<file path="config.mk">
export PLATFORM = sky130hd
export DESIGN_NAME = fcmc_top
export DESIGN_NICKNAME = d
export VERILOG_FILES = /design/src/core/fcmc_pkg.sv /design/src/core/fcmc_cmd_if.sv /design/src/core/fcmc_commit_reg.sv /design/src/core/fcmc_cmd_decoder.sv /design/src/core/fcmc_top.sv
export SDC_FILE = /design/constraint.sdc
export NUM_CORES = 1
export LEC_CHECK = 0
export BUFFER_PORTS_ARGS = -buffer_cell sky130_fd_sc_hd__buf_2
export CORE_MARGIN = 2
export CORE_UTILIZATION = 35
export DETAILED_ROUTE_END_ITERATION = 12
export GPL_ROUTABILITY_DRIVEN = 0
export GPL_TIMING_DRIVEN = 0
export SYNTH_ARGS = -nofsm -noshare
export SYNTH_HDL_FRONTEND = slang
export SYNTH_SLANG_ARGS = --single-unit
export TNS_END_PERCENT = 1
</file>
<file path="constraint.sdc">
create_clock -name clk_sys -period 6.15 [get_ports clk_sys]
set_clock_uncertainty 0.1 [all_clocks]
set_input_delay 0.3075 -clock clk_sys [delete_from_list [all_inputs] [get_ports clk_sys]]
set_output_delay 0.3075 -clock clk_sys [all_outputs]
set_load 0.005 [all_outputs]
</file>
<file path="src/core/fcmc_pkg.sv">
package fcmc_pkg;

    // ------------------------------------------------------------------
    // Register indices (word address = index, byte address = 4 x index).
    // ------------------------------------------------------------------
    localparam logic [11:0] REG_STAGING_IDX   = 12'hFD0;
    localparam logic [11:0] REG_COMMIT_IDX    = 12'hFD1; // Read: monitor.
    localparam logic [11:0] REG_STANDBY_IDX   = 12'hFD2;
    localparam logic [11:0] REG_PROM_PORT_IDX = 12'hFD3;
    localparam logic [11:0] REG_SYS_CFG3_IDX  = 12'hFD4;
    localparam logic [11:0] REG_SYS_COMMIT_IDX = 12'hFD5;

    // ------------------------------------------------------------------
    // Keys, field values, field positions and reset values.
    // ------------------------------------------------------------------
    localparam logic [7:0] FLASH_KEY     = 8'hD5;
    localparam logic [7:0] SYS_KEY       = 8'hD4;
    localparam logic [2:0] MODE_ENABLE   = 3'h5;
    localparam logic [2:0] MODE_DISABLE  = 3'h2;
    localparam logic [1:0] AREA_STD      = 2'h0;
    localparam logic [1:0] AREA_CODE     = 2'h2;
    localparam int         STG_MODE_LSB  = 5;
    localparam int         STG_BOOT_BIT  = 4;
    localparam int         STG_AREA_LSB  = 2;
    localparam int         ACT_MODE_LSB  = 3;
    localparam int         ACT_BOOT_BIT  = 2;
    localparam int         MON_MODE_BIT  = 5;
    localparam int         SYS_RAM_REMAP_BIT_BIT = 0;
    localparam int         SYS_VECTOR_IN_RAM_BIT_BIT = 1;
    localparam int         PP_OTHER_BIT  = 0;
    localparam int         PP_SCLK_BIT   = 1;
    localparam int         STBY_BIT      = 0;
    localparam int         TOGGLE_BIT    = 6;
    localparam logic [7:0] STAGING_RST   = 8'h40;
    localparam logic [5:0] FLASH_ACT_RST = 6'h10;
    localparam logic [1:0] SYS_ACT_RST   = 2'h0;

    // ------------------------------------------------------------------
    // Command sequence codes and address windows.
    // ------------------------------------------------------------------
    localparam logic [11:0] CMD_ADDR_A   = 12'h555;
    localparam logic [11:0] CMD_ADDR_B   = 12'hAAA;
    localparam logic [7:0]  CMD_UNLOCK1  = 8'hAA;
    localparam logic [7:0]  CMD_UNLOCK2  = 8'h55;
    localparam logic [7:0]  CMD_PROGRAM  = 8'hA0;
    localparam logic [7:0]  CMD_ID_ENTRY = 8'h90;
    localparam logic [7:0]  CMD_ID_EXIT  = 8'hF0;
    localparam logic [7:0]  CMD_ERASE    = 8'h80;
    localparam logic [7:0]  CMD_SECTOR   = 8'h30;
    localparam logic [7:0]  CMD_CHIP     = 8'h10;
    localparam logic [15:0] FLASH_LO     = 16'h8000;
    localparam logic [15:0] BOOT_LO      = 16'h1000;
    localparam logic [15:0] BOOT_DATA_HI = 16'h17FF;
    localparam logic [15:0] BOOT_PROM_HI = 16'h1FFF;

    typedef enum logic [2:0] {
        CMD_IDLE, CMD_UNL1, CMD_UNL2, CMD_PROG, CMD_ERA1, CMD_ERA2, CMD_ERA3
    } fcmc_cmd_state_t;

endpackage

</file>
<file path="src/core/fcmc_cmd_if.sv">
`timescale 1ns/1ns
interface fcmc_cmd_if;
    logic        wr;
    logic        en;
    logic [15:0] addr;
    logic [7:0]  data;
    logic        prog;
    logic        sec_erase;
    logic        chip_erase;
    logic        id_mode;
    logic [15:0] tgt_addr;
    logic [7:0]  tgt_data;

    modport dec (input wr, en, addr, data,
                 output prog, sec_erase, chip_erase, id_mode,
                 tgt_addr, tgt_data);
    modport ctl (output wr, en, addr, data,
                 input prog, sec_erase, chip_erase, id_mode,
                 tgt_addr, tgt_data);
endinterface

</file>
<file path="src/core/fcmc_commit_reg.sv">
`timescale 1ns/1ns
module fcmc_commit_reg #(
    parameter int             W   = 6,
    parameter logic [W-1:0]   RST = '0,
    parameter logic [7:0]     KEY = 8'h00
) (
    input  wire logic         clk_sys,
    input  wire logic         sys_rst,
    input  wire logic         commit_wr,
    input  wire logic [7:0]   commit_data,
    input  wire logic [W-1:0] staged,
    output logic      [W-1:0] active
);
    typedef struct packed {
        logic [W-1:0] act;
    } fcmc_commit_state_t;

    fcmc_commit_state_t st_r;
    fcmc_commit_state_t st_nxt;

    // The staged copy reaches the active copy only on the exact key.
    always_comb begin
        st_nxt = st_r;
        if (commit_wr && (commit_data == KEY)) begin
            st_nxt.act = staged;
        end
    end

    always_ff @(posedge clk_sys) begin
        if (sys_rst) begin
            st_r <= RST;
        end else begin
            st_r <= st_nxt;
        end
    end

    assign active = st_r.act;
endmodule

</file>
<file path="src/core/fcmc_cmd_decoder.sv">
`timescale 1ns/1ns
module fcmc_cmd_decoder (
    input wire logic clk_sys,
    input wire logic sys_rst,
    fcmc_cmd_if.dec  cmd
);
    import fcmc_pkg::*;

    typedef struct packed {
        fcmc_cmd_state_t st;
        logic            id_mode;
        logic            prog;
        logic            sec_erase;
        logic            chip_erase;
        logic [15:0]     tgt_addr;
        logic [7:0]      tgt_data;
    } fcmc_dec_state_t;

    fcmc_dec_state_t s_r;
    fcmc_dec_state_t s_nxt;
    logic            in_flash;
    logic            is_a;
    logic            is_b;

    // The upper nibble may be 8 to F, so only the top address bit counts.
    assign in_flash = cmd.addr[15];
    assign is_a     = in_flash && (cmd.addr[11:0] == CMD_ADDR_A);
    assign is_b     = in_flash && (cmd.addr[11:0] == CMD_ADDR_B);

    // Writes while disabled leave the state alone, so a sequence already
    // under way is neither advanced nor reset by them.
    always_comb begin
        s_nxt            = s_r;
        s_nxt.prog       = 1'b0;
        s_nxt.sec_erase  = 1'b0;
        s_nxt.chip_erase = 1'b0;
        if (cmd.wr && cmd.en) begin // [RL3] [RL5]
            s_nxt.st = CMD_IDLE; // [RL26]
            if (cmd.data == CMD_ID_EXIT) begin
                s_nxt.id_mode = 1'b0; // [RL21]
            end
            case (s_r.st)
                CMD_IDLE: begin
                    if (is_a && cmd.data == CMD_UNLOCK1) s_nxt.st = CMD_UNL1;
                end
                CMD_UNL1: begin
                    if (is_b && cmd.data == CMD_UNLOCK2) s_nxt.st = CMD_UNL2;
                end
                CMD_UNL2: begin
                    if (is_a && cmd.data == CMD_PROGRAM) begin
                        s_nxt.st = CMD_PROG; // [RL21]
                    end else if (is_a && cmd.data == CMD_ID_ENTRY) begin
                        s_nxt.id_mode = 1'b1; // [RL21]
                    end else if (is_a && cmd.data == CMD_ERASE) begin
                        s_nxt.st = CMD_ERA1; // [RL22]
                    end
                end
                CMD_PROG: begin
                    if (in_flash) begin
                        s_nxt.prog     = 1'b1; // [RL21]
                        s_nxt.tgt_addr = cmd.addr;
                        s_nxt.tgt_data = cmd.data;
                    end
                end
                CMD_ERA1: begin
                    if (is_a && cmd.data == CMD_UNLOCK1) s_nxt.st = CMD_ERA2;
                end
                CMD_ERA2: begin
                    if (is_b && cmd.data == CMD_UNLOCK2) s_nxt.st = CMD_ERA3;
                end
                CMD_ERA3: begin
                    if (in_flash && cmd.data == CMD_SECTOR) begin
                        s_nxt.sec_erase = 1'b1; // [RL22]
                        s_nxt.tgt_addr  = cmd.addr;
                    end else if (is_a && cmd.data == CMD_CHIP) begin
                        s_nxt.chip_erase = 1'b1; // [RL22]
                    end
                end
                default: s_nxt.st = CMD_IDLE;
            endcase
        end
    end

    always_ff @(posedge clk_sys) begin
        if (sys_rst) begin
            s_r <= '{st: CMD_IDLE, default: '0};
        end else begin
            s_r <= s_nxt;
        end
    end

    assign cmd.prog       = s_r.prog;
    assign cmd.sec_erase  = s_r.sec_erase;
    assign cmd.chip_erase = s_r.chip_erase;
    assign cmd.id_mode    = s_r.id_mode;
    assign cmd.tgt_addr   = s_r.tgt_addr;
    assign cmd.tgt_data   = s_r.tgt_data;
endmodule

</file>
<file path="src/core/fcmc_top.sv">
//Function
// (RL1) 101 then key D5 enables commands
// (RL2) 010 then key D5 write-protects flash
// (RL3) Disabled: commands and toggle reads ignored
// (RL4) Reset leaves command mode at 010
// (RL5) Disabling does not reset running sequence
// (RL6) Area 10 maps code window onto data
// (RL7) Area 00 restores default data mapping
// (RL8) Commands only through data window transfers
// (RL9) Both windows reach same physical cells
// (RL10) RAM remap bit committed by key D4
// (RL11) Serial PROM mode always maps RAM
// (RL12) Boot show bit maps boot ROM
// (RL13) PROM mode: boot ROM fixed, reads 1
// (RL14) Standby writes accepted only from RAM
// (RL15) Flash access in standby causes reset
// (RL16) Vector in flash: clear standby first
// (RL17) Vector in RAM: standby stays set
// (RL18) PROM mode: port inputs off after reset
// (RL19) Enable bits open serial clock, ports
// (RL20) MCU mode: port control has no effect
// (RL21) Unlock AA/55 then program or ID
// (RL22) Erase: 80, unlock, then 30 or 10
// (RL23) Command address nibble from 8 to F
// (RL24) Busy reads toggle bit six
// (RL25) Staging copied to active on key
// (RL26) Mismatched write returns decoder to idle
`timescale 1ns/1ns
module fcmc_top (
    input  wire logic        clk_sys,
    input  wire logic        sys_rst,
    input  wire logic [11:0] avs_address,
    input  wire logic        avs_read,
    input  wire logic        avs_write,
    input  wire logic [31:0] avs_writedata,
    output logic      [31:0] avs_readdata,
    output logic             avs_waitrequest,
    input  wire logic        prom_mode,
    input  wire logic        sw_exec_from_ram,
    input  wire logic [15:0] cpu_addr,
    input  wire logic        cpu_code_space,
    input  wire logic        cpu_fetch,
    input  wire logic        cpu_rd,
    input  wire logic        cpu_wr,
    input  wire logic [7:0]  cpu_wdata,
    input  wire logic        irq_vector_start,
    input  wire logic [7:0]  flash_rdata,
    input  wire logic        flash_busy,
    output logic      [7:0]  cpu_rdata,
    output logic             flash_sel,
    output logic             bootrom_sel,
    output logic             ram_in_code,
    output logic             code_window_mapped,
    output logic             vector_from_ram,
    output logic      [15:0] flash_tgt_addr,
    output logic      [7:0]  flash_tgt_data,
    output logic             flash_program,
    output logic             flash_sector_erase,
    output logic             flash_chip_erase,
    output logic             flash_id_mode,
    output logic             cmd_enabled,
    output logic             standby_reset,
    output logic             sclk_in_en,
    output logic             other_in_en
);
    import fcmc_pkg::*;

    // ------------------------------------------------------------------
    // State and wiring.
    // ------------------------------------------------------------------
    typedef struct packed {
        logic [7:0]  stage;
        logic        stby;
        logic [1:0]  pport;
        logic [1:0]  sys;
        logic        ack;
        logic [31:0] rdata;
        logic        tog;
        logic [7:0]  crd;
        logic        srst;
    } fcmc_top_state_t;

    fcmc_top_state_t s_r;
    fcmc_top_state_t s_nxt;
    logic [5:0]      flash_act;
    logic [1:0]      sys_act;
    logic [1:0]      area_act;
    logic            boot_shown;
    logic            wr_go;
    logic            rd_go;
    logic [7:0]      wbyte;
    logic            in_boot_data;
    logic            in_boot_code;
    logic            flash_acc;
    logic            rd_toggle;
    logic [7:0]      monitor;
    fcmc_cmd_if      cmd ();

    // ------------------------------------------------------------------
    // Commit units: staged bits reach the logic only on the key write.
    // ------------------------------------------------------------------
    fcmc_commit_reg #(.W(6), .RST(FLASH_ACT_RST), .KEY(FLASH_KEY)) u_flash (
        .clk_sys     (clk_sys),
        .sys_rst     (sys_rst),
        .commit_wr   (wr_go && avs_address == REG_COMMIT_IDX), // [RL25]
        .commit_data (wbyte),
        .staged      (s_r.stage[7:2]),
        .active      (flash_act)
    );

    fcmc_commit_reg #(.W(2), .RST(SYS_ACT_RST), .KEY(SYS_KEY)) u_sys (
        .clk_sys     (clk_sys),
        .sys_rst     (sys_rst),
        .commit_wr   (wr_go && avs_address == REG_SYS_COMMIT_IDX), // [RL10]
        .commit_data (wbyte),
        .staged      (s_r.sys),
        .active      (sys_act)
    );

    fcmc_cmd_decoder u_dec (
        .clk_sys (clk_sys),
        .sys_rst (sys_rst),
        .cmd     (cmd)
    );

    // ------------------------------------------------------------------
    // Mapping and decode.
    // ------------------------------------------------------------------
    // Only the exact enable pattern opens the sequencer; any other
    // committed value, reserved ones included, keeps it protected.
    assign cmd_enabled = (flash_act[5:3] == MODE_ENABLE); // [RL1] [RL2]
    assign area_act    = flash_act[1:0];
    // In serial PROM mode the show bit is forced regardless of writes.
    assign boot_shown  = prom_mode || flash_act[ACT_BOOT_BIT]; // [RL12]
    assign code_window_mapped = (area_act == AREA_CODE); // [RL6] [RL7]
    assign ram_in_code = prom_mode || sys_act[SYS_RAM_REMAP_BIT_BIT]; // [RL10] [RL11]
    assign vector_from_ram = sys_act[SYS_VECTOR_IN_RAM_BIT_BIT];

    assign in_boot_data = (cpu_addr >= BOOT_LO) && (cpu_addr <= BOOT_DATA_HI);
    assign in_boot_code = prom_mode && cpu_code_space
                       && (cpu_addr >= BOOT_LO) && (cpu_addr <= BOOT_PROM_HI);
    assign bootrom_sel  = (in_boot_data && boot_shown) || in_boot_code; // [RL13]
    // Both views drive the same low address bits, hence the same cell.
    assign flash_sel    = (cpu_addr >= FLASH_LO)
                       || (in_boot_data && !bootrom_sel); // [RL9]
    assign flash_acc    = flash_sel && (cpu_rd || cpu_wr || cpu_fetch);
    assign rd_toggle    = cpu_rd && flash_sel && flash_busy && cmd_enabled;

    // Commands are only seen as data-space transfers of the CPU.
    assign cmd.wr   = cpu_wr && !cpu_code_space; // [RL8]
    assign cmd.en   = cmd_enabled; // [RL3]
    assign cmd.addr = cpu_addr;
    assign cmd.data = cpu_wdata;

    // Port gating only bites in serial PROM mode; both input groups are gated there.
    assign sclk_in_en  = !prom_mode || s_r.pport[PP_SCLK_BIT]; // [RL19] [RL20]
    assign other_in_en = !prom_mode || s_r.pport[PP_OTHER_BIT]; // [RL18]

    // ------------------------------------------------------------------
    // Register bus: one wait state, effect at the edge of release.
    // ------------------------------------------------------------------
    assign avs_waitrequest = (avs_read || avs_write) && !s_r.ack;
    assign wr_go = avs_write && s_r.ack;
    assign rd_go = avs_read && !s_r.ack;
    assign wbyte = avs_writedata[7:0];

    assign monitor = {2'b00, cmd_enabled, boot_shown, area_act, 2'b00};

    // Next state of registers, bus answer, standby and toggle logic.
    always_comb begin
        s_nxt      = s_r;
        s_nxt.ack  = (avs_read || avs_write) && !s_r.ack;
        s_nxt.srst = s_r.stby && flash_acc; // [RL15] [RL17]
        if (rd_go) begin
            s_nxt.rdata = 32'h0000_0000;
            case (avs_address)
                REG_STAGING_IDX: begin
                    // The staged show bit reads back, forced to 1 in PROM.
                    s_nxt.rdata[7:0] = s_r.stage;
                    s_nxt.rdata[STG_BOOT_BIT] = prom_mode
                                             || s_r.stage[STG_BOOT_BIT];
                end
                REG_COMMIT_IDX:    s_nxt.rdata[7:0] = monitor; // [RL25]
                REG_PROM_PORT_IDX: s_nxt.rdata[1:0] = prom_mode ? s_r.pport
                                                                : 2'b00;
                REG_SYS_CFG3_IDX:  s_nxt.rdata[1:0] = s_r.sys;
                default:           s_nxt.rdata = 32'h0000_0000;
            endcase
        end
        // The hardware clear comes first so that a software set in the
        // same cycle still wins.
        if (irq_vector_start && !vector_from_ram) begin
            s_nxt.stby = 1'b0; // [RL16]
        end
        if (wr_go) begin
            case (avs_address)
                REG_STAGING_IDX: begin
                    s_nxt.stage = {wbyte[7:2], 2'b00};
                    if (prom_mode) begin
                        s_nxt.stage[STG_BOOT_BIT] = s_r.stage[STG_BOOT_BIT];
                    end
                end
                REG_STANDBY_IDX: begin
                    if (sw_exec_from_ram) begin
                        s_nxt.stby = wbyte[STBY_BIT]; // [RL14]
                    end
                end
                REG_PROM_PORT_IDX: begin
                    if (prom_mode) s_nxt.pport = wbyte[1:0]; // [RL20]
                end
                REG_SYS_CFG3_IDX: s_nxt.sys = wbyte[1:0];
                default: s_nxt.sys = s_r.sys;
            endcase
        end
        // Busy reads flip bit six each time; a protected sequencer
        // does not toggle.
        if (cpu_rd && flash_sel) begin
            s_nxt.crd = flash_rdata;
            if (rd_toggle) begin
                s_nxt.tog = !s_r.tog; // [RL24] [RL3]
                s_nxt.crd[TOGGLE_BIT] = !s_r.tog;
            end
        end
    end

    always_ff @(posedge clk_sys) begin
        if (sys_rst) begin
            s_r <= '{stage: STAGING_RST, default: '0}; // [RL4]
        end else begin
            s_r <= s_nxt;
        end
    end

    assign avs_readdata       = s_r.rdata;
    assign cpu_rdata          = s_r.crd;
    assign standby_reset      = s_r.srst;
    assign flash_program      = cmd.prog;
    assign flash_sector_erase = cmd.sec_erase;
    assign flash_chip_erase   = cmd.chip_erase;
    assign flash_id_mode      = cmd.id_mode;
    assign flash_tgt_addr     = cmd.tgt_addr;
    assign flash_tgt_data     = cmd.tgt_data;

    logic commit_flash;
    assign commit_flash = wr_go && avs_address == REG_COMMIT_IDX
                       && wbyte == FLASH_KEY;
endmodule

</file>
==> results.txt, run 1 <==
Yosys reg bits = 69
Layout cell share with drive strength beyond 1 = 0.392
Synth-to-Final Area Change = 28.8%
Clock transition at path regs = 70 ps
Nets = 629
CTS buffer count = 9
Port bufs = 115
Core ar. = 9730 sq um
Max-slew headroom = 0.462
Mapped Avg Cell Area = 8.91 sq um
Pre-Repair DR Iteration Count = 4
GR Util All Layers = 0.169
Worst Hold Depth = 2
Vias in the first global route = 3037
Static leakage = 2.26 nW
Iter 0 DRT Violations = 95
Max Cap Violations = 0
Slowest-stage cell, CP = or4_1
Die extent in x = 104 microns
Total Power = 0.880 mW
RSZ-0062 raised after global routing = false
Average wire per standard cell = 13.2 microns
Final setup viols = 0
Cts repair resizes = 0
CP Capture Type = flip-flop
Post-synth EDFFs = 0
Peak VDD IR = 0.000114 V
CP cell instances = and3b_1 > clkbuf_2 > nand3_1 > or4_1 > and3b_1 > buf_6 > buf_8 > a22o_1
Minimum clock period = 2280 ps
Yosys top cell by area = dfxtp_1
Hold_ws = 99.4 ps
Critical Path Source Type = flip-flop
Synth top area share = 0.396
Root Buffer = clkbuf_8
Antenna violations before repair = 0
Pre-CTS setup slack = 3790 ps
H-tree levels = 3
Gate Count Post-Synth = 392
Worst Tran Pin Value = 801 ps
Setup repair bufs after CTS = 0
Worst r2r path cells = 8
CP Max Fanout = 10
Diode count = 0
Fin. max-slew vios = 0
Worst reg2reg startpoint = u_flash.active[4]$_SDFFE_PP1P_
Most frequent CP cell = and3b_1
Final Hold Viols = 0
P per Cell Area = 196 nW/um^2
Hold Path Sink = u_dec.cmd.tgt_addr[12]$_SDFFE_PP0P_
TritonCTS clock tree = done
WL final = 8960 microns
DRC = 0
Max stage delay on crit path = 550 ps
Most used DFF post-synth = dfxtp_1
Status = finished clean
Most common cell in the synthesized netlist = dfxtp_1
Global-route wire length before repair = 15000 microns
Ys async rst share = 0
Sequential share of the synthesized area = 0.396
Hold WC Path Type = primary input to flip-flop
Die area = 10800 sq um
Crit Path Class = flip-flop to flip-flop
Clk_lat worst skew = 330 ps
Global route overflow = 0
Hold Startpoint = cpu_addr[12]
R2R Path End = u_dec.cmd.tgt_addr[0]$_SDFFE_PP0P_
Largest net degree at the start of global routing = 12
Library cells used by synthesis = 53
Routed Antenna Nets = 0
Final WS setup = 3870 ps
Top Family by Delay on Critical Path = simple AND/OR/NAND/NOR gates
Flop2flop setup slack = 3870 ps
CP required = 6270 ps
Post-Syn Area = 3490 sq um
DP Wirelength = 7000 microns
Sink Count = 69
Starting Density = 0.359
Via count = 3172
Cts hold-fix bufs = 0
# rows = 36
Period Utilization, post-route = 0.370
Vias per cell = 4.67
WP data arrival = 2400 ps
Synth area leaders = dfxtp_1 (40%), buf_4 (14%), mux2i_1 (7.2%)
CP Launch Point = u_flash.active[4]$_SDFFE_PP1P_
Clock buffer depth = 2
Fmax = 439 MHz
Post-synth top cells = dfxtp_1 (69), buf_4 (64), nor2_1 (39)
Boundary Pins = 166
Die height = 104 microns
WP buf/inv = 3
Ys Warns = 0
Post-route setup TNS = 0 ps
[worst max-delay path by stage]
| stage | end | slack, ps | cells after the start |
|---|---|---|---|
| floorplan | u_dec.cmd.tgt_addr[0]$_SDFFE_PP0P_ | 4070 | 6 |
| global placement | s_r[52]$_SDFFE_PP0P_ | 3790 | 6 |
| detailed placement | s_r[52]$_SDFFE_PP0P_ | 3790 | 6 |
| CTS | u_dec.cmd.tgt_addr[0]$_SDFFE_PP0P_ | 3870 | 8 |
| global route | u_dec.cmd.tgt_addr[13]$_SDFFE_PP0P_ | 3770 | 8 |
| finish | u_dec.cmd.tgt_addr[0]$_SDFFE_PP0P_ | 3870 | 8 |
[per-layer routing]
metal | global-route usage | wire, microns | part of all wire | vias up
li1 | - | - | - | 1600
met1 | 0.224 | 4030 | 0.45 | 1476
met2 | 0.280 | 4390 | 0.49 | 87
met3 | 0.0307 | 444 | 0.050 | 9
met4 | 0.0550 | 96 | 0.011 | 0
met5 | 0 | 0 | 0 | -
[layout by cell type, fill, tap and decap left out, types with 4 or more instances in the layout]
cell,Yosys,final
buf_4,64,64
buf_2,1,116
nor4_1,5,5
or4_1,4,4
a22o_1,10,10
a21oi_1,16,16
nand2b_1,6,6
nor2_1,39,39
inv_1,6,6
nand4_1,7,7
dfxtp_1,69,69
nor3_1,6,6
mux2i_1,25,25
nand2_1,27,27
nand3_1,22,22
clkbuf_8,1,12
clkbuf_1,9,10
a22o_2,5,5
nand4b_1,4,4
conb_1,1,24
nor4b_1,4,4
o21ai_0,11,11
nand3b_1,4,4
[cell type report]
| cell class | count | area, sq um |
|---|---|---|
| plain buffers | 79 | 576 |
| repair buffers | 115 | 576 |
| clock buffers | 12 | 155 |
| flip-flops and latches | 69 | 1380 |
| well taps | 133 | 166 |
| inverters | 6 | 22.5 |
| multi-input cells | 261 | 1600 |
| clock inverters | 4 | 22.5 |
| fillers | 1014 | 5230 |
[metrics by stage]
step                      cell area, sq um   util  cells
after detailed placement              4320  0.444    663
after floorplan                       3580      -    415
after global placement                4320  0.444    663
final                                 4500  0.462    679
after global routing                  4500  0.462    679
after CTS                             4500  0.462    679
[cell families (layout without fill, tap and decap cells)]
| kind of cell | count (synthesis) | count (layout) | share of synthesized area |
|---|---|---|---|
| AND/OR/NAND/NOR | 157 | 157 | 0.251 |
| buffers and inverters | 85 | 216 | 0.171 |
| flip-flops | 69 | 69 | 0.396 |
| AO/OA/AOI/OAI | 53 | 53 | 0.103 |
| multiplexers | 26 | 26 | 0.0749 |
| other | 1 | 24 | 0.00107 |
| XOR/XNOR | 1 | 1 | 0.00251 |
[registers in the layout, summed over array words and instances, names as in the netlist, 2 cells and up]
name / flops
u_dec.s_r: 3
cpu_rdata: 8
u_dec.cmd.tgt_data: 8
u_dec.cmd.tgt_addr: 16
u_sys.active: 2
avs_readdata: 8
s_r: 13
u_flash.active: 6
[power breakdown]
| group | switching [mW] | leakage (nW) | internal, mW |
|---|---|---|---|
| sequential | 0.00273 | 0.557 | 0.450 |
| combinational | 0.0495 | 1.61 | 0.0457 |
| clock | 0.165 | 0.0921 | 0.167 |
Note: power is estimated with default switching activity, not from simulation.
==> inputs of run 2 (changes only) <==
- PLACE_DENSITY: default -> 0.66
- clock period: 6.15 -> 1.9 ns (I/O delays scaled with it)
==> results.txt, run 2 (synthesized netlist as in run 1, its figures left out) <==
Worst Tran Pin Value = 774 ps
Core ar. = 9730 sq um
WP buf/inv = 3
Max-slew headroom = 0.479
Clock buffer depth = 2
Most frequent cells in the layout = buf_2 (115), buf_4 (67), dfxtp_1 (67)
Pre-Repair DR Iteration Count = 5
Die area = 10800 sq um
Fin area = 4970 sq um
CP required = 2030 ps
Antenna violations before repair = 0
Post-Layout Cell Count = 721
Top Family by Delay on Critical Path = simple AND/OR/NAND/NOR gates
Max Cap Violations = 0
Average wire per standard cell = 13.7 microns
Vias in the first global route = 3286
WP data arrival = 2190 ps
Worst r2r path cells = 8
DRC = 0
Final WS setup = -164 ps
P_sw = 0.761 mW
Grt met1 use = 0.239
CP Max Fanout = 10
Hold Startpoint = flash_rdata[6]
Clock transition at path regs = 70 ps
Diode count = 0
CP Capture Type = flip-flop
H-tree levels = 3
Worst reg2reg startpoint = u_flash.active[4]$_SDFFE_PP1P_
Clock share of power = 0.379
Port bufs = 115
Fill cell count = 991
Sequential cell area = 1380 sq um
Vias per cell = 4.71
Commonest non-fill, non-tap cell in the layout = buf_2
Footprint of the multi-input gates = 1630 sq um
Seq pwr share = 0.494
Peak VDD IR = 0.000263 V
CTS buffer count = 9
GR Util All Layers = 0.182
Fin. max-slew vios = 0
Max stage delay on crit path = 430 ps
Flop2flop setup slack = -160 ps
WL final = 9890 microns
Placed Area = 4320 sq um
Dpl cells = 663
Iter 0 DRT Violations = 98
Root Buffer = clkbuf_8
Fmax = 485 MHz
Hold WC Path Type = primary input to flip-flop
Power Internal = 2.21 mW
Largest net degree at the start of global routing = 13
Die extent in x = 104 microns
Static leakage = 2.44 nW
Net Sw Frac = 0.256
P per Cell Area = 598 nW/um^2
Clk_lat worst skew = 340 ps
DP Wirelength = 7000 microns
Sink Count = 69
Hold Path Sink = cpu_rdata[6]$_SDFFE_PP0P_
Largest register FFs = 16
Nets = 671
Global-route wire length before repair = 16100 microns
Final Hold Viols = 0
Final setup viols = 15
Gr busiest metal = met2
Period Utilization, post-route = 1.09
CP cell instances = and3b_1 > clkbuf_8 > nand3_4 > or4_4 > and3b_1 > buf_6 > buf_8 > a22o_1
# rows = 36
RSZ-0062 raised after global routing = true
Boundary Pins = 166
TritonCTS clock tree = done
Die height = 104 microns
Global route overflow = 0
Failing checks = negative setup slack
Status = finished with violations
Synth-to-Final Area Change = 42.3%
Critical Path Source Type = flip-flop
Slowest-stage cell, CP = or4_4
R2R Path End = u_dec.cmd.tgt_addr[10]$_SDFFE_PP0P_
Most frequent CP cell = and3b_1
Crit Path Class = flip-flop to flip-flop
Minimum clock period = 2060 ps
Comb power frac = 0.128
Starting Density = 0.359
Met3 GRT Util = 0.0301
Worst Hold Depth = 5
Routed Antenna Nets = 0
M2 GR Usage = 0.307
Via count = 3393
Layout cell share with drive strength beyond 1 = 0.383
-- run 2: how the worst max path moves through the flow --
stage	to	cells after the start	from
2_1_floorplan	u_dec.cmd.tgt_addr[0]$_SDFFE_PP0P_	6	cpu_wdata[3]
3_3_place_gp	u_dec.cmd.tgt_addr[14]$_SDFFE_PP0P_	7	cpu_wdata[3]
3_5_place_dp	u_dec.cmd.tgt_addr[14]$_SDFFE_PP0P_	7	cpu_wdata[3]
6_report	u_dec.cmd.tgt_addr[10]$_SDFFE_PP0P_	8	u_flash.active[4]$_SDFFE_PP1P_
5_1_grt	u_dec.cmd.tgt_addr[14]$_SDFFE_PP0P_	8	u_flash.active[4]$_SDFFE_PP1P_
4_1_cts	u_dec.cmd.tgt_addr[10]$_SDFFE_PP0P_	8	u_flash.active[4]$_SDFFE_PP1P_
-- run 2: layout make-up --
class                   instances  area share
flip-flops and latches         69       0.279
well taps                     133      0.0335
clock buffers                  12      0.0312
repair buffers                157       0.199
inverters                       6     0.00453
clock inverters                 4     0.00630
plain buffers                  79       0.118
multi-input cells             261       0.329
-- run 2: what timing repair did --
item                                   4_1_cts  5_1_grt
cloned                                       0        0
endpoints found under the hold margin       42        0
pin swaps                                    3        0
hold buffers                                39        0
setup endpoints to repair                   21       29
gates resized for setup                      6        7
setup buffers                                3        0
-- run 2: stage by stage --
step	utilization	worst slack [ps]	hold WS (ps)	total power [mW]	TNS (ps)
floorplan	-	-72.9	71.7	1.66	-738
global placement	0.444	-310	219	1.80	-5490
detailed placement	0.444	-331	234	1.81	-6230
CTS	0.508	-157	1.15	3.00	-1650
global route	0.511	-226	13.3	3.11	-2610
finish	0.511	-164	14.0	2.97	-1790
-- run 2: tightest hold or removal path, delay by kind of cell --
| family | cells | cell delay, ps |
|---|---|---|
| compound gates | 1 | 60 |
| simple gates | 2 | 120 |
| mux | 1 | 60 |
| buf+inv | 1 | 80 |
-- run 2: power groups by stage --
stage               combinational (mW)  sequential (mW)  clock (mW)
floorplan                        0.160             1.50           0
CTS                              0.372             1.47        1.16
finish                           0.379             1.47        1.12
global route                     0.414             1.47        1.23
global placement                 0.303             1.50           0
detailed placement               0.307             1.50           0
-- run 2: layer usage --
metal / vias up / routed length (microns)
li1: 1683 / -
met1: 1583 / 4400
met3: 13 / 498
met2: 114 / 4870
met5: - / 0
met4: 0 / 119
